`src/dsi_pkg.sv`:
```
// package: constants, register map and carrier types of the diagnostic status indicator
`default_nettype none

package dsi_pkg;

    ////////////////////////////////////////////////////////////////////////
    // sizes
    localparam int NUM_CH    = 8;
    localparam int ADDR_W    = 8;
    localparam int DATA_W    = 32;
    localparam int CODE_W    = 8;
    localparam int NUM_EVT   = 6;

    ////////////////////////////////////////////////////////////////////////
    // clock and indicator flash timing
    localparam int CLK_HZ            = 40_000_000;
    localparam int FLASH_HALF_MS     = 250;
    localparam int FLASH_HALF_CYCLES = (CLK_HZ / 1000) * FLASH_HALF_MS;
    localparam int FLASH_CNT_W       = 24;

    ////////////////////////////////////////////////////////////////////////
    // diagnostic error codes
    localparam logic [CODE_W-1:0] CODE_NONE       = 8'h00;
    localparam logic [CODE_W-1:0] CODE_SHORT_GND  = 8'h01;
    localparam logic [CODE_W-1:0] CODE_WIRE_BREAK = 8'h06;
    localparam logic [CODE_W-1:0] CODE_OVERFLOW   = 8'h07;
    localparam logic [CODE_W-1:0] CODE_UNDERFLOW  = 8'h08;
    localparam logic [CODE_W-1:0] CODE_PARAM_ERR  = 8'h10;
    localparam logic [CODE_W-1:0] CODE_LOAD_MISS  = 8'h11;

    ////////////////////////////////////////////////////////////////////////
    // event bit positions in status and mask registers
    localparam int EVT_SHORT  = 0;
    localparam int EVT_WIRE   = 1;
    localparam int EVT_OVER   = 2;
    localparam int EVT_UNDER  = 3;
    localparam int EVT_PARAM  = 4;
    localparam int EVT_LOAD   = 5;

    ////////////////////////////////////////////////////////////////////////
    // register byte offsets
    localparam logic [ADDR_W-1:0] OFS_CH_ENABLE = 8'h00;
    localparam logic [ADDR_W-1:0] OFS_IRQ_STAT  = 8'h04;
    localparam logic [ADDR_W-1:0] OFS_IRQ_MASK  = 8'h08;
    localparam logic [ADDR_W-1:0] OFS_QUALITY   = 8'h0c;
    localparam logic [ADDR_W-1:0] OFS_REC0      = 8'h10;
    localparam logic [ADDR_W-1:0] OFS_REC1_LO   = 8'h14;
    localparam logic [ADDR_W-1:0] OFS_REC1_HI   = 8'h18;
    localparam logic [ADDR_W-1:0] OFS_ALARM     = 8'h1c;

    ////////////////////////////////////////////////////////////////////////
    // reset values
    localparam logic [NUM_CH-1:0]  RST_CH_ENABLE = 8'hff;
    localparam logic [NUM_EVT-1:0] RST_IRQ_MASK  = 6'h00;

    ////////////////////////////////////////////////////////////////////////
    // field positions inside record 0 and the alarm register
    localparam int REC0_LOAD_BIT  = 8;
    localparam int REC0_HW_BIT    = 9;
    localparam int REC0_FAULT_BIT = 10;
    localparam int REC0_PARM_BIT  = 11;
    localparam int ALARM_CH_LSB   = 8;
    localparam int ALARM_VLD_BIT  = 31;

    ////////////////////////////////////////////////////////////////////////
    // carrier types
    typedef struct packed {
        logic              busVoltOk;
        logic              loadSupplyOk;
        logic              hwFault;
        logic [NUM_CH-1:0] chOpen;
        logic [NUM_CH-1:0] chShort;
    } dsi_pins_t;

    // synchroniser reset: supply taken as present so no false load event follows reset
    localparam dsi_pins_t RST_PINS = '{busVoltOk: 1'b0, loadSupplyOk: 1'b1, hwFault: 1'b0,
                                       chOpen: '0, chShort: '0};

    typedef struct packed {
        logic              paramValid;
        logic [NUM_CH-1:0] overflow;
        logic [NUM_CH-1:0] underflow;
        logic [NUM_CH-1:0] paramErr;
    } dsi_conv_t;

    typedef struct packed {
        logic [ADDR_W-1:0] addr;
        logic [DATA_W-1:0] wdata;
        logic              wr;
        logic              rd;
    } dsi_bus_req_t;

    typedef enum logic [2:0] {
        MOD_UNPOWERED,
        MOD_STARTING,
        MOD_CONFIGURED,
        MOD_CH_FAULT,
        MOD_HW_DEFECT
    } dsi_mode_t;

endpackage

`default_nettype wire

```
`src/dsi_diag_status.sv`:
```
// module: indicator drive, diagnostic detection, alarms and register port of the analog output module
//
// Strobed register access and the placing of the registers are this design's own decisions.
`timescale 1ns/10ps
`default_nettype none

module dsi_diag_status #(
    parameter int FLASH_HALF_CYCLES = dsi_pkg::FLASH_HALF_CYCLES
) (
    // clock and reset
    input  wire logic                          clk_sys,
    input  wire logic                          rst,
    // asynchronous pins
    input  wire dsi_pkg::dsi_pins_t            pins,
    // converter status, same clock
    input  wire dsi_pkg::dsi_conv_t            conv,
    // register port
    input  wire dsi_pkg::dsi_bus_req_t         busReq,
    output logic     [dsi_pkg::DATA_W-1:0]     busRdata,
    // indicators
    output logic                               runInd,
    output logic                               errInd,
    output logic                               supplyInd,
    output logic     [dsi_pkg::NUM_CH-1:0]     chIndGood,
    output logic     [dsi_pkg::NUM_CH-1:0]     chIndFault,
    // quality bits and interrupt
    output logic     [dsi_pkg::NUM_CH-1:0]     qualityBits,
    output logic                               irq
);
    import dsi_pkg::*;

    ////////////////////////////////////////////////////////////////////////
    // pin synchronisers
    dsi_pins_t pinsMeta_q;
    dsi_pins_t pinsSync_q;

    always_ff @(posedge clk_sys) begin
        if (rst) begin
            pinsMeta_q <= RST_PINS;
            pinsSync_q <= RST_PINS;
        end else begin
            pinsMeta_q <= pins;
            pinsSync_q <= pinsMeta_q;
        end
    end

    ////////////////////////////////////////////////////////////////////////
    // software registers
    logic [NUM_CH-1:0]  chEnable_q;
    logic [NUM_EVT-1:0] irqMask_q;
    logic [NUM_EVT-1:0] irqStat_q;
    logic [NUM_EVT-1:0] irqStat_d;
    logic               wrEnable;
    logic               wrMask;
    logic               wrStat;

    assign wrEnable = busReq.wr && (busReq.addr == OFS_CH_ENABLE);
    assign wrMask   = busReq.wr && (busReq.addr == OFS_IRQ_MASK);
    assign wrStat   = busReq.wr && (busReq.addr == OFS_IRQ_STAT);

    always_ff @(posedge clk_sys) begin
        if (rst) begin
            chEnable_q <= RST_CH_ENABLE;
        end else if (wrEnable) begin
            chEnable_q <= busReq.wdata[NUM_CH-1:0];
        end
    end

    always_ff @(posedge clk_sys) begin
        if (rst) begin
            irqMask_q <= RST_IRQ_MASK;
        end else if (wrMask) begin
            irqMask_q <= busReq.wdata[NUM_EVT-1:0];
        end
    end

    ////////////////////////////////////////////////////////////////////////
    // per-channel conditions and codes
    logic [NUM_CH-1:0] condShort;
    logic [NUM_CH-1:0] condWire;
    logic [NUM_CH-1:0] condOver;
    logic [NUM_CH-1:0] condUnder;
    logic [NUM_CH-1:0] condParam;
    logic [NUM_CH-1:0] chFault;
    logic [CODE_W-1:0] chCode [NUM_CH];

    genvar gi;
    generate
        for (gi = 0; gi < NUM_CH; gi++) begin : g_ch
            // conditions are plain levels: pending while the cause persists
            assign condShort[gi] = chEnable_q[gi] && pinsSync_q.chShort[gi];
            assign condWire[gi]  = chEnable_q[gi] && pinsSync_q.chOpen[gi];
            assign condOver[gi]  = chEnable_q[gi] && conv.overflow[gi];
            assign condUnder[gi] = chEnable_q[gi] && conv.underflow[gi];
            assign condParam[gi] = chEnable_q[gi] && conv.paramErr[gi];
            assign chFault[gi]   = condShort[gi] || condWire[gi] || condOver[gi]
                                 || condUnder[gi] || condParam[gi];

            // most severe cause first when several are pending
            always_comb begin
                if (condParam[gi]) begin
                    chCode[gi] = CODE_PARAM_ERR;
                end else if (condShort[gi]) begin
                    chCode[gi] = CODE_SHORT_GND;
                end else if (condWire[gi]) begin
                    chCode[gi] = CODE_WIRE_BREAK;
                end else if (condOver[gi]) begin
                    chCode[gi] = CODE_OVERFLOW;
                end else if (condUnder[gi]) begin
                    chCode[gi] = CODE_UNDERFLOW;
                end else begin
                    chCode[gi] = CODE_NONE;
                end
            end
        end
    endgenerate

    ////////////////////////////////////////////////////////////////////////
    // module-level conditions
    logic               loadMissing;
    logic               loadMissing_q;
    logic               anyFault;
    logic [NUM_CH-1:0]  condShort_q;
    logic [NUM_CH-1:0]  condWire_q;
    logic [NUM_CH-1:0]  condOver_q;
    logic [NUM_CH-1:0]  condUnder_q;
    logic [NUM_CH-1:0]  condParam_q;
    logic [NUM_EVT-1:0] evtRise;

    assign loadMissing = !pinsSync_q.loadSupplyOk;
    assign anyFault    = (|chFault) || loadMissing;

    // per-channel history: a new channel raises its type again while another still holds it
    always_ff @(posedge clk_sys) begin
        if (rst) begin
            condShort_q   <= '0;
            condWire_q    <= '0;
            condOver_q    <= '0;
            condUnder_q   <= '0;
            condParam_q   <= '0;
            loadMissing_q <= 1'b0;
        end else begin
            condShort_q   <= condShort;
            condWire_q    <= condWire;
            condOver_q    <= condOver;
            condUnder_q   <= condUnder;
            condParam_q   <= condParam;
            loadMissing_q <= loadMissing;
        end
    end

    assign evtRise[EVT_SHORT] = |(condShort & ~condShort_q);
    assign evtRise[EVT_WIRE]  = |(condWire & ~condWire_q);
    assign evtRise[EVT_OVER]  = |(condOver & ~condOver_q);
    assign evtRise[EVT_UNDER] = |(condUnder & ~condUnder_q);
    assign evtRise[EVT_PARAM] = |(condParam & ~condParam_q);
    assign evtRise[EVT_LOAD]  = loadMissing && !loadMissing_q;

    ////////////////////////////////////////////////////////////////////////
    // interrupt status: set wins over write-one-to-clear
    always_comb begin
        irqStat_d = irqStat_q;
        if (wrStat) begin
            irqStat_d = irqStat_d & ~busReq.wdata[NUM_EVT-1:0];
        end
        irqStat_d = irqStat_d | evtRise;
    end

    always_ff @(posedge clk_sys) begin
        if (rst) begin
            irqStat_q <= '0;
        end else begin
            irqStat_q <= irqStat_d;
        end
    end

    always_ff @(posedge clk_sys) begin
        if (rst) begin
            irq <= 1'b0;
        end else begin
            irq <= |(irqStat_d & irqMask_q);
        end
    end

    ////////////////////////////////////////////////////////////////////////
    // alarm info: code and channel of the latest load loss, else of the lowest-numbered channel entering fault in that cycle
    logic [CODE_W-1:0] alarmCode_q;
    logic [2:0]        alarmCh_q;
    logic              alarmVld_q;
    logic [NUM_CH-1:0] chFault_q;
    logic [NUM_CH-1:0] chRise;
    logic [2:0]        riseIdx;

    assign chRise = chFault & ~chFault_q;

    always_comb begin
        riseIdx = 3'h0;
        for (int i = NUM_CH - 1; i >= 0; i--) begin
            if (chRise[i]) begin
                riseIdx = 3'(i);
            end
        end
    end

    always_ff @(posedge clk_sys) begin
        if (rst) begin
            chFault_q <= '0;
        end else begin
            chFault_q <= chFault;
        end
    end

    always_ff @(posedge clk_sys) begin
        if (rst) begin
            alarmCode_q <= CODE_NONE;
            alarmCh_q   <= 3'h0;
            alarmVld_q  <= 1'b0;
        end else if (evtRise[EVT_LOAD]) begin
            alarmCode_q <= CODE_LOAD_MISS;
            alarmCh_q   <= 3'h0;
            alarmVld_q  <= 1'b1;
        end else if (|chRise) begin
            alarmCode_q <= chCode[riseIdx];
            alarmCh_q   <= riseIdx;
            alarmVld_q  <= 1'b1;
        end
    end

    ////////////////////////////////////////////////////////////////////////
    // flash timebase
    logic [FLASH_CNT_W-1:0] flashCnt_q;
    logic                   flashPhase_q;

    always_ff @(posedge clk_sys) begin
        if (rst) begin
            flashCnt_q   <= '0;
            flashPhase_q <= 1'b0;
        end else if (flashCnt_q == FLASH_CNT_W'(FLASH_HALF_CYCLES - 1)) begin
            flashCnt_q   <= '0;
            flashPhase_q <= !flashPhase_q;
        end else begin
            flashCnt_q   <= flashCnt_q + FLASH_CNT_W'(1);
        end
    end

    ////////////////////////////////////////////////////////////////////////
    // module mode and run/error indicators
    dsi_mode_t mode;

    always_comb begin
        if (!pinsSync_q.busVoltOk) begin
            mode = MOD_UNPOWERED;
        end else if (pinsSync_q.hwFault) begin
            mode = MOD_HW_DEFECT;
        end else if (!conv.paramValid) begin
            mode = MOD_STARTING;
        end else if (anyFault) begin
            mode = MOD_CH_FAULT;
        end else begin
            mode = MOD_CONFIGURED;
        end
    end

    always_ff @(posedge clk_sys) begin
        if (rst) begin
            runInd <= 1'b0;
            errInd <= 1'b0;
        end else begin
            unique case (mode)
                MOD_UNPOWERED: begin
                    runInd <= 1'b0;
                    errInd <= 1'b0;
                end
                MOD_STARTING: begin
                    runInd <= flashPhase_q;
                    errInd <= 1'b0;
                end
                MOD_CONFIGURED: begin
                    runInd <= 1'b1;
                    errInd <= 1'b0;
                end
                MOD_CH_FAULT: begin
                    runInd <= 1'b1;
                    errInd <= flashPhase_q;
                end
                MOD_HW_DEFECT: begin
                    runInd <= flashPhase_q;
                    errInd <= flashPhase_q;
                end
            endcase
        end
    end

    ////////////////////////////////////////////////////////////////////////
    // supply, channel and quality outputs
    always_ff @(posedge clk_sys) begin
        if (rst) begin
            supplyInd   <= 1'b0;
            chIndGood   <= '0;
            chIndFault  <= '0;
            qualityBits <= '0;
        end else begin
            supplyInd   <= pinsSync_q.loadSupplyOk;
            chIndGood   <= chEnable_q & ~chFault;
            chIndFault  <= chFault;
            qualityBits <= chEnable_q & ~chFault
                         & {NUM_CH{pinsSync_q.loadSupplyOk && conv.paramValid}};
        end
    end

    ////////////////////////////////////////////////////////////////////////
    // diagnostic records and register read port
    logic [DATA_W-1:0] rec0;
    logic [DATA_W-1:0] rec1Lo;
    logic [DATA_W-1:0] rec1Hi;
    logic [DATA_W-1:0] alarmWord;

    always_comb begin
        rec0                 = '0;
        rec0[NUM_CH-1:0]     = chFault;
        rec0[REC0_LOAD_BIT]  = loadMissing;
        rec0[REC0_HW_BIT]    = pinsSync_q.hwFault;
        rec0[REC0_FAULT_BIT] = anyFault;
        rec0[REC0_PARM_BIT]  = conv.paramValid;
    end

    assign rec1Lo = {chCode[3], chCode[2], chCode[1], chCode[0]};
    assign rec1Hi = {chCode[7], chCode[6], chCode[5], chCode[4]};

    always_comb begin
        alarmWord                                 = '0;
        alarmWord[CODE_W-1:0]                     = alarmCode_q;
        alarmWord[ALARM_CH_LSB+2:ALARM_CH_LSB]    = alarmCh_q;
        alarmWord[ALARM_VLD_BIT]                  = alarmVld_q;
    end

    always_ff @(posedge clk_sys) begin
        if (rst) begin
            busRdata <= '0;
        end else if (busReq.rd) begin
            unique case (busReq.addr)
                OFS_CH_ENABLE: busRdata <= DATA_W'(chEnable_q);
                OFS_IRQ_STAT:  busRdata <= DATA_W'(irqStat_q);
                OFS_IRQ_MASK:  busRdata <= DATA_W'(irqMask_q);
                OFS_QUALITY:   busRdata <= DATA_W'(qualityBits);
                OFS_REC0:      busRdata <= rec0;
                OFS_REC1_LO:   busRdata <= rec1Lo;
                OFS_REC1_HI:   busRdata <= rec1Hi;
                OFS_ALARM:     busRdata <= alarmWord;
                default:       busRdata <= '0;
            endcase
        end else begin
            busRdata <= '0;
        end
    end

endmodule // dsi_diag_status

`default_nettype wire

```
`config.mk`:
```
export PLATFORM = sky130hd
export DESIGN_NAME = dsi_diag_status
export DESIGN_NICKNAME = d
export VERILOG_FILES = /design/src/dsi_pkg.sv /design/src/dsi_diag_status.sv
export SDC_FILE = /design/constraint.sdc
export NUM_CORES = 1
export LEC_CHECK = 0
export BUFFER_PORTS_ARGS = -buffer_cell sky130_fd_sc_hd__buf_2
export CORE_ASPECT_RATIO = 1.25
export CORE_MARGIN = 1.5
export CORE_UTILIZATION = 59
export DETAILED_ROUTE_END_ITERATION = 10
export GPL_TIMING_DRIVEN = 1
export PLACE_DENSITY_LB_ADDON = 0.3
export SETUP_SLACK_MARGIN = 0.3
export SYNTH_ARGS = -nofsm -noshare
export SYNTH_HDL_FRONTEND = slang
export SYNTH_SLANG_ARGS = --single-unit
```
`constraint.sdc`:
```
create_clock -name clk_sys -period 6.69 [get_ports clk_sys]
set_input_delay 1.6725 -clock clk_sys [delete_from_list [all_inputs] [get_ports clk_sys]]
set_output_delay 1.6725 -clock clk_sys [all_outputs]
set_load 0.1 [all_outputs]
```
==> summary.txt, run 1 <==
Critical path
  • Crit path DAT: 4.20 ns
  • Setup crit end kind: flop
  • Buf/Inv on CP: 2
  • Slowest CP cell: a2111oi_0
  • Critical path's largest stage delay: 0.82 ns
  • CP Class: input port to flop
  • CP top delay family: compound AO/OA/AOI/OAI gates
  • Required time of the critical path: 7.01 ns
  • CP Max Fanout: 12
  • CP Cell Sequence: buf_2, or4_1, nor4_1, buf_4, nand3_1, a2111oi_0, o22ai_1, o31a_1
  • Crit path launch type: input port

Routing
  • Final wirelength: 20.6 mm
  • Detail Route Antenna Nets: 0
  • Drt wl/cell: 18.4 um
  • Via Count: 6542
  • Post-route DRC: 1
  • Total iterations of the first detailed-routing run: 9
  • Vias per cell: 5.85
  • Initial drt markers: 532

Timing
  • RSZ-0062 raised after global routing: false
  • Period minus WS final: 3.87 ns
  • Slew Limit Fails: 0
  • Final setup viols: 0
  • Slew HR: 0.362
  • Crit share post-route: 0.579
  • Slew @ Worst Pin: 0.955 ns
  • Setup TNS Final: 0 ns
  • Worst Setup Slack, final: 2.82 ns
  • Max Freq: 258 MHz
  • Clk_skew: 0.00936 ns
  • Final Hold Violating Endpoints: 0

Floorplanning
  • Die width: 103 um
  • I/O Pins: 148
  • Core area: 12100 um2
  • Die ar.: 13100 um2
  • Row count: 45
  • Die span in y: 128 um
  • Starting Density: 0.605

CTS
  • Post-CTS sizing: 0
  • CTS tree: yes
  • Post-CTS Hold Buffers: 0
  • Clock Latency Late Sink: 0.43 ns
  • Clk slew on worst S/H paths: 0.07 ns
  • Clock Path Buffers: 2
  • Clk sinks: 182
  • # H-tree levels: 4
  • CTS Buf Count: 17
  • Clock Tree Root: clkbuf_16
  • Post CTS Setup Buffer Count: 0

Status
  • Outcome: complete, but fails checks
  • Failing checks: design-rule violations

Synthesis
  • Post-synth top cells: 182 x dfxtp_1, 102 x nor2_1, 87 x nand2_1, 67 x nor2b_1, 48 x nand3_1
  • Top-count cell post-synth: dfxtp_1
  • Post-synthesis sequential element count: 182
  • Mapped Cells: 839
  • Synth async-reset ratio: 0
  • Synth cell types: 61
  • Ys flop type: dfxtp_1
  • Share of the synthesized area in the top cell type: 0.497
  • Seq/Total Area, Yosys: 0.497
  • Area leader, netlist: dfxtp_1
  • Area contributors post-synth: dfxtp_1 50%, nor2b_1 5.7%, nor2_1 5.2%
  • Post-synth EDFFs: 0
  • Syn Std Cell Area: 7320 um2
  • Syn Area/Cell: 8.73 um2
  • Ys Warns: 0

Pwr
  • VDD IR max: 206 uV
  • Total chip power: 2480 uW
  • Power per cell area: 288 nW/um2
  • Leak: 0.00356 uW

GRT
  • Initial antenna violation count: 0
  • GR Overflow Total: 0
  • Number of global-route vias before repair: 5971
  • Pin count of the biggest net entering global routing: 52
  • Gr usage total: 0.328
  • First-pass GRT wire length: 31.8 mm

Placement
  • IO Port Bufs: 115
  • Area after DPL: 7960 um2
  • HPWL Detailed: 15.3 mm
  • DP Worst Slack: 2.43 ns
  • Gp weighted congestion: 0.997

Final layout
  • Layout cell share with drive strength beyond 1: 0.172
  • Final instance area: 8610 um2
  • # diodes: 0
  • Final net count: 1030
  • Area of the multi-input gates: 3450 um2
  • FF+latch area: 3640 um2
  • Fill cell count: 987
  • Area grow syn2layout: 17.6%

Hold path
  • Hold Crit Class: flop to flop

Job
  • # Max-Cap Violations: 0
-- registers in the layout, summed over array words and instances, names as in the netlist --
signal and count:
flashCnt_q 24, busRdata 22, pinsMeta_q 19, pinsSync_q 19, chEnable_q 8, chIndFault 8
chIndGood 8, condOver_q 8, condParam_q 8, condShort_q 8, condUnder_q 8, condWire_q 8
qualityBits 8, irqMask_q 6, irqStat_q 6, alarmCode_q 4, alarmCh_q 3, alarmVld_q 1
errInd 1, flashPhase_q 1, irq 1, loadMissing_q 1, runInd 1, supplyInd 1
-- report_power, final --
group          switching [uW]  total (uW)  internal, uW
clock network             428        1100           668
registers                21.6        1140          1120
logic                     173         246          72.7
-- logic make-up (layout without fill, tap and decap cells) --
group | Yosys count | count (layout) | synth area share
DFF | 182 | 182 | 0.497
xor gates and xnor gates | 21 | 21 | 0.0251
other | 1 | 8 | 0.000512
AOI/OAI and AO/OA | 156 | 156 | 0.146
adders and majority gates | 1 | 1 | 0.00171
and+or+nand+nor | 412 | 412 | 0.283
buffers and inverters | 58 | 166 | 0.0350
muxes | 8 | 8 | 0.0109
-- layer usage --
metal | part of all wire | up-vias | global-route usage
met5 | 0 | - | 0
met3 | 0.068 | 81 | 0.0744
met1 | 0.39 | 3047 | 0.387
met4 | 0.067 | 0 | 0.243
li1 | - | 3109 | -
met2 | 0.47 | 305 | 0.517
-- cell usage in the layout (no fill, tap or decap), types with 3 or more instances in the layout --
cell type,n
a221oi_1,7
nor2b_1,67
and2_1,43
or4_1,8
nor4_1,6
dfxtp_1,182
nor2_1,102
a22oi_1,9
bufinv_16,5
or3_1,3
nor3_1,9
nand3_1,48
and3_1,8
a221o_1,3
conb_1,8
inv_1,15
o211ai_1,5
o21ai_0,19
o21ai_1,6
mux2i_1,8
o31a_1,3
a31oi_1,9
clkbuf_16,17
o22a_1,9
o22ai_1,26
a21o_1,3
a2111o_1,3
buf_2,115
buf_4,4
clkinv_2,3
a21oi_1,31
nand2_1,87
o21a_1,5
o41ai_1,4
xnor2_1,9
nor3b_1,3
nand4_1,9
xor2_1,12
or2_2,8
-- worst paths after layout --
check	slack (ns)	startpoint	to	cells after the start
worst max-delay path	2.82	busReq[35]	irq	8
worst min-delay path	0.43	pinsMeta_q[17]	pinsSync_q[17]	1
worst max register to register	3.82	pinsSync_q[8]	alarmCode_q[0]	7
worst min register to register	0.43	pinsMeta_q[17]	pinsSync_q[17]	1
-- area by class of cell --
cell class | count | area share
clock buffer | 18 | 0.0498
clock inverter | 14 | 0.0257
inverter | 15 | 0.00654
multi-input combinational | 606 | 0.401
sequential | 182 | 0.423
tap | 164 | 0.0238
timing repair buffer | 119 | 0.0703
-- through the flow --
stage | util | cells | hold WS [ns]
floorplan | - | 846 | 0.389
global placement | 0.658 | 1086 | 0.391
detailed placement | 0.658 | 1086 | 0.394
CTS | 0.711 | 1118 | 0.435
global route | 0.711 | 1118 | 0.437
finish | 0.711 | 1118 | 0.426
Note: power is estimated with default switching activity, not from simulation.
==> inputs of run 2 (changes only) <==
- CORE_UTILIZATION: 59 -> 49
- clock period: 6.69 -> 3.5 ns (I/O delays scaled with it)
==> run 2 against run 1 <==
  * The run still ends with design-rule violations left
  * Total power is 79% higher
  * Sequential power is 91% higher
  * Final cell count is 3.7% higher
  * Sequential share of layout area is 0.56 points lower
  * Wire length is 5.9% higher
  * Global-route usage is 4.4 points lower
  * First-iteration DRC count is 31% higher
  * Sequential cell count stayed put
  * Critical path type unchanged
  * Critical endpoint is now alarmCode_q[0]
==> summary.txt, run 2 (synthesized netlist as in run 1, its figures left out) <==
Status
  • Outcome: complete, but fails checks
  • Failing checks: design-rule violations

Critical path
  • Most frequent cell on the critical path: o211a_1
  • CP Class: input port to flop
  • Setup crit end kind: flop
  • Crit path DAT: 3.27 ns (-0.93 ns)
  • CP Cell Sequence: buf_2, or4_4, o211a_1, o211a_1, or4_1, o31a_1, a311o_1, o32ai_2
  • CP Depth: 8 (unchanged)
  • Critical path's largest stage delay: 0.56 ns (-0.26 ns)
  • Buf/Inv on CP: 1 (-1)
  • Slowest CP cell: or4_4
  • CP top delay family: compound AO/OA/AOI/OAI gates
  • Required time of the critical path: 3.84 ns (-3.17 ns)
  • Reg2reg path depth: 7 (unchanged)
  • CP Max Fanout: 5 (-7)
  • Crit path launch type: input port

Timing
  • Slew HR: 0.560 (+0.198)
  • Final Hold Violating Endpoints: 0 (unchanged)
  • Slew Limit Fails: 0 (unchanged)
  • Final setup viols: 0 (unchanged)
  • Clk_skew: 0.00703 ns (-0.00232 ns)
  • Period minus WS final: 2.93 ns
  • Slew @ Worst Pin: 0.653 ns (-0.302 ns)
  • Setup TNS Final: 0 ns (unchanged)
  • Max Freq: 341 MHz
  • RSZ-0062 raised after global routing: false
  • Crit share post-route: 0.837

CTS
  • Post-CTS sizing: 0 (unchanged)
  • Clk sinks: 182 (unchanged)
  • Clock Tree Root: clkbuf_16
  • CTS tree: yes
  • Clk slew on worst S/H paths: 0.06 ns (about the same)
  • Post CTS Setup Buffer Count: 0 (unchanged)
  • Clock Latency Late Sink: 0.43 ns (about the same)
  • CTS Buf Count: 17 (unchanged)
  • Post-CTS Hold Buffers: 0 (unchanged)
  • Clock Path Buffers: 2 (unchanged)
  • # H-tree levels: 4 (unchanged)

Routing
  • Total iterations of the first detailed-routing run: 11 (+2)
  • Final wirelength: 21.8 mm (+5.9%)
  • Via Count: 6544 (+0.031%)
  • Vias per cell: 5.65 (-3.5%)
  • Initial drt markers: 696 (+31%)
  • Detail Route Antenna Nets: 0 (unchanged)
  • Post-route DRC: 10 (+9)
  • Drt wl/cell: 18.8 um (+2.1%)

GRT
  • Gr usage total: 0.284 (-0.0442)
  • Number of global-route vias before repair: 6163 (+3.2%)
  • Initial antenna violation count: 2 (+2)
  • Pin count of the biggest net entering global routing: 44 (-15%)
  • GR Overflow Total: 0 (unchanged)
  • First-pass GRT wire length: 34.0 mm (+6.8%)

Pwr
  • Total chip power: 4440 uW (+79%)
  • Leak: 0.00364 uW (+2.2%)
  • VDD IR max: 366 uV (+78%)
  • Power per cell area: 509 nW/um2 (+77%)

Placement
  • HPWL Detailed: 16.5 mm (+7.8%)
  • IO Port Bufs: 115 (unchanged)
  • Area after DPL: 8170 um2 (+2.7%)
  • Placed insts: 1126 (+3.7%)
  • Gp weighted congestion: 0.964 (-3.3%)

Final layout
  • Most common cell after layout, fill and taps aside: dfxtp_1
  • Largest Register: flashCnt_q
  • Final net count: 1056 (+2.5%)
  • Layout cell share with drive strength beyond 1: 0.195 (+0.0230)
  • Max reg flops: 24 (unchanged)
  • Area grow syn2layout: 19.1%
  • Post-Layout Cell Count: 1159 (+3.7%)
  • Most frequent cells in the layout: 182 x dfxtp_1, 115 x buf_2, 102 x nor2_1
  • Fill cell count: 1338 (+36%)
  • Area of the multi-input gates: 3450 um2 (unchanged)
  • Final instance area: 8730 um2 (+1.3%)
  • Largest regs: flashCnt_q (24), busRdata (22)
  • FF+latch area: 3640 um2 (unchanged)
  • Post-layout util: 0.603 (-0.108)

Floorplanning
  • I/O Pins: 148 (unchanged)
  • Starting Density: 0.506 (-0.0988)
  • Row count: 49 (+8.9%)
  • Core area: 14500 um2 (+20%)
  • Die span in y: 140 um (+9.5%)
  • Die ar.: 15700 um2 (+20%)
  • Die width: 112 um (+9.4%)

Job
  • # Max-Cap Violations: 0 (unchanged)

Hold path
  • Hold depth: 1 (unchanged)
  • Hold Crit Class: flop to flop
==> run 2: cell types whose count changed in the layout (fill, tap and decap cells not counted) <==
cell        delta
clkinv_4       +2
diode_2        +1
clkbuf_8       +2
inv_8          -1
clkbuf_1       -1
clkinv_2       +1
bufinv_16      -5
buf_4         +26
clkinvlp_4     +2
==> run 2: worst register-to-register path, stage by stage, from the launching register on <==
cell,delay (ns)
dfxtp_1,0.35
or4_4,0.55
o211a_1,0.26
o211a_1,0.27
or4_1,0.51
o31a_1,0.12
a311o_1,0.36
o32ai_2,0.19
==> run 2: worst paths after layout <==
kind	end	slack, ns	from
setup / recovery	alarmCode_q[0]	0.57	conv[22]
hold / removal	pinsSync_q[17]	0.41	pinsMeta_q[17]
setup reg to reg	alarmCode_q[0]	0.81	pinsSync_q[14]
hold reg to reg	pinsSync_q[17]	0.41	pinsMeta_q[17]
==> run 2: where the power goes <==
| part | switching, uW | total, uW | internal, uW |
|---|---|---|---|
| Clock | 815 | 1770 | 951 |
| Sequential | 42.2 | 2180 | 2140 |
| Combinational | 340 | 493 | 153 |
| Total | 1200 | 4440 | 3240 |
==> run 2: cell type report <==
type,instances,area share
Timing Repair Buffer,145,0.0918
Tap cell,178,0.0255
Antenna cell,1,0.000287
Clock buffer,19,0.0519
Multi-Input combinational cell,606,0.395
Clock inverter,13,0.0112
Inverter,15,0.00645
Sequential cell,182,0.417
==> run 2: stage by stage <==
| stage | hold slack, ns | setup slack (ns) |
|---|---|---|
| finish | 0.406 | 0.571 |
| global route | 0.435 | 0.501 |
| CTS | 0.413 | 0.591 |
| detailed placement | 0.398 | 0.155 |
| global placement | 0.391 | 0.163 |
| floorplan | 0.389 | 0.416 |
==> run 2: per-layer routing <==
metal,GRT usage,vias up,wire (um)
met4,0.197,0,1450
met1,0.340,3015,8670
met3,0.0497,82,1400
met5,0,-,0
met2,0.463,295,10300
li1,-,3152,-
==> inputs of run 3 (changes only) <==
- clock period: 3.5 -> 2.5 ns (I/O delays scaled with it)
==> run 3 against run 2 <==
  * The run ends with design-rule violations, negative setup slack left
  * Clock-buffer cell count fell by 1
  * Sequential power is 40% higher
  * Core utilization increased by 7.6 points
  * Final cell count rose by 8.4%
  * Critical path depth unchanged
  * Sequential share of layout area decreased by 4.6 points
  * Critical path type unchanged
==> summary.txt, run 3 (synthesized netlist as in run 1, its figures left out) <==
Status
  • Outcome: complete, but fails checks
  • Failing checks: design-rule violations, negative setup slack

Critical path
  • Crit path DAT: 2.89 ns (-0.38 ns)
  • CP top delay family: simple AND/OR/NAND/NOR gates
  • CP Cell Sequence: buf_6, or4_4, o211a_4, o211a_1, or4_4, o31a_1, a311o_1, o32ai_2
  • Setup crit end kind: flop
  • Buf/Inv on CP: 1 (unchanged)
  • Slowest CP cell: or4_4
  • Required time of the critical path: 2.85 ns (-0.99 ns)
  • Crit path launch type: input port
  • Critical path's largest stage delay: 0.55 ns (about the same)
  • CP Class: input port to flop
  • CP Max Fanout: 2 (-3)
  • Most frequent cell on the critical path: or4_4

Timing
  • Final setup viols: 1 (+1)
  • Period minus WS final: 2.55 ns
  • Slew Limit Fails: 0 (unchanged)
  • Final Hold Violating Endpoints: 0 (unchanged)
  • RSZ-0062 raised after global routing: true
  • Setup TNS Final: -0.0452 ns (-0.0452 ns)
  • Slew @ Worst Pin: 0.762 ns (+0.109 ns)
  • Clk_skew: 0.0119 ns (+0.00483 ns)
  • Slew HR: 0.487 (-0.0731)
  • Crit share post-route: 1.02
  • Max Freq: 393 MHz
  • Worst Setup Slack, final: -0.0452 ns (-0.616 ns)

Routing
  • Total iterations of the first detailed-routing run: 9 (-2)
  • Drt wl/cell: 19.0 um (+1.3%)
  • Vias per cell: 5.56 (-1.5%)
  • Detail Route Antenna Nets: 0 (unchanged)
  • Via Count: 6986 (+6.8%)
  • Initial drt markers: 612 (-12%)
  • Post-route DRC: 10 (unchanged)
  • Final wirelength: 23.9 mm (+9.8%)

GRT
  • GR Overflow Total: 0 (unchanged)
  • Number of global-route vias before repair: 6828 (+11%)
  • Pin count of the biggest net entering global routing: 24 (-45%)
  • Initial antenna violation count: 0 (-2)
  • First-pass GRT wire length: 36.4 mm (+7.0%)
  • Gr usage total: 0.306 (+0.0218)

Final layout
  • Most frequent cells in the layout: 178 x dfxtp_1, 120 x buf_4, 113 x buf_2
  • Max reg flops: 24 (unchanged)
  • Final net count: 1154 (+9.3%)
  • Layout cell share with drive strength beyond 1: 0.303 (+0.108)
  • Largest Register: flashCnt_q
  • Most common cell after layout, fill and taps aside: dfxtp_1
  • Largest regs: flashCnt_q (24), busRdata (22)
  • Post-layout util: 0.679 (+0.0758)
  • # diodes: 0 (-1)
  • Area grow syn2layout: 34.1%

Pwr
  • VDD IR max: 468 uV (+28%)
  • Power per cell area: 679 nW/um2 (+34%)
  • Leak: 0.00424 uW (+17%)
  • Total chip power: 6670 uW (+50%)

Placement
  • HPWL Detailed: 18.4 mm (+11%)
  • DP Worst Slack: -0.602 ns (-0.757 ns)
  • IO Port Bufs: 115 (unchanged)
  • Gp weighted congestion: 1.03 (+7.0%)

CTS
  • Clk sinks: 182 (unchanged)
  • # H-tree levels: 4 (unchanged)
  • Clock Path Buffers: 2 (unchanged)
  • Clk slew on worst S/H paths: 0.06 ns (about the same)
  • CTS Buf Count: 17 (unchanged)
  • CTS tree: yes
  • Clock Tree Root: clkbuf_16
  • Post-CTS Hold Buffers: 0 (unchanged)
  • Clock Latency Late Sink: 0.44 ns (about the same)

Floorplanning
  • Row count: 49 (unchanged)
  • Die span in y: 140 um (unchanged)
  • Die width: 112 um (unchanged)
  • Die ar.: 15700 um2 (unchanged)
  • I/O Pins: 148 (unchanged)
  • Starting Density: 0.506 (unchanged)
  • Core area: 14500 um2 (unchanged)

Job
  • # Max-Cap Violations: 0 (unchanged)

Hold path
  • Hold Crit Class: input port to flop
## run 3: repair_timing
action | 4_1_cts | 5_1_grt
endpoints found under the setup margin | 12 | 12
cloned | 0 | 0
pin swaps | 13 | 9
buffers inserted | 4 | 2
gates resized for setup | 20 | 28
## run 3: where the power goes
group	total (uW)	switching, uW	internal (uW)	leakage (uW)
logic	871	542	329	0.00245
registers	3050	53.8	2990	0.00149
clock network	2760	1170	1590	0.000297
## run 3: layout make-up
| cell class | count | area (um2) |
|---|---|---|
| clock buffer | 18 | 429 |
| clock inverter | 14 | 173 |
| fill | 1240 | 4650 |
| inverter | 15 | 56.3 |
| multi-input combinational | 606 | 3690 |
| sequential | 182 | 3650 |
| tap | 178 | 223 |
| timing repair buffer | 243 | 1610 |
## run 3: worst paths after layout
check / start / endpoint / slack [ns] / cells past startpoint
setup / recovery: conv[22] / alarmCode_q[0] / -0.05 / 8
hold / removal: pins[17] / pinsMeta_q[17] / 0.37 / 2
setup reg to reg: pinsSync_q[6] / alarmCode_q[0] / -0.03 / 7
hold reg to reg: pinsMeta_q[17] / pinsSync_q[17] / 0.42 / 1
## run 3: stage by stage
stage / cells / hold slack, ns / cell area, um2
3_3_place_gp: 1218 / 0.391 / 8950
5_1_grt: 1256 / 0.372 / 9820
4_1_cts: 1254 / 0.365 / 9680
6_report: 1256 / 0.374 / 9820
3_5_place_dp: 1218 / 0.412 / 8950
2_1_floorplan: 846 / 0.389 / 7420
## run 3: routing by layer
layer | vias to the layer above | GRT usage | share of wire
met5 | - | 0 | 0
met4 | 0 | 0.213 | 0.070
met3 | 94 | 0.0584 | 0.067
met2 | 296 | 0.505 | 0.47
met1 | 3235 | 0.358 | 0.39
li1 | 3361 | - | -
## run 3: worst register-to-register path, cell delays in order, from the launching register on
cell and delay, ns:
dfxtp_2 0.32, or4_4 0.49, o211a_4 0.26, o211a_1 0.24, or4_4 0.55, o31a_1 0.12
a311o_1 0.27, o32ai_2 0.19
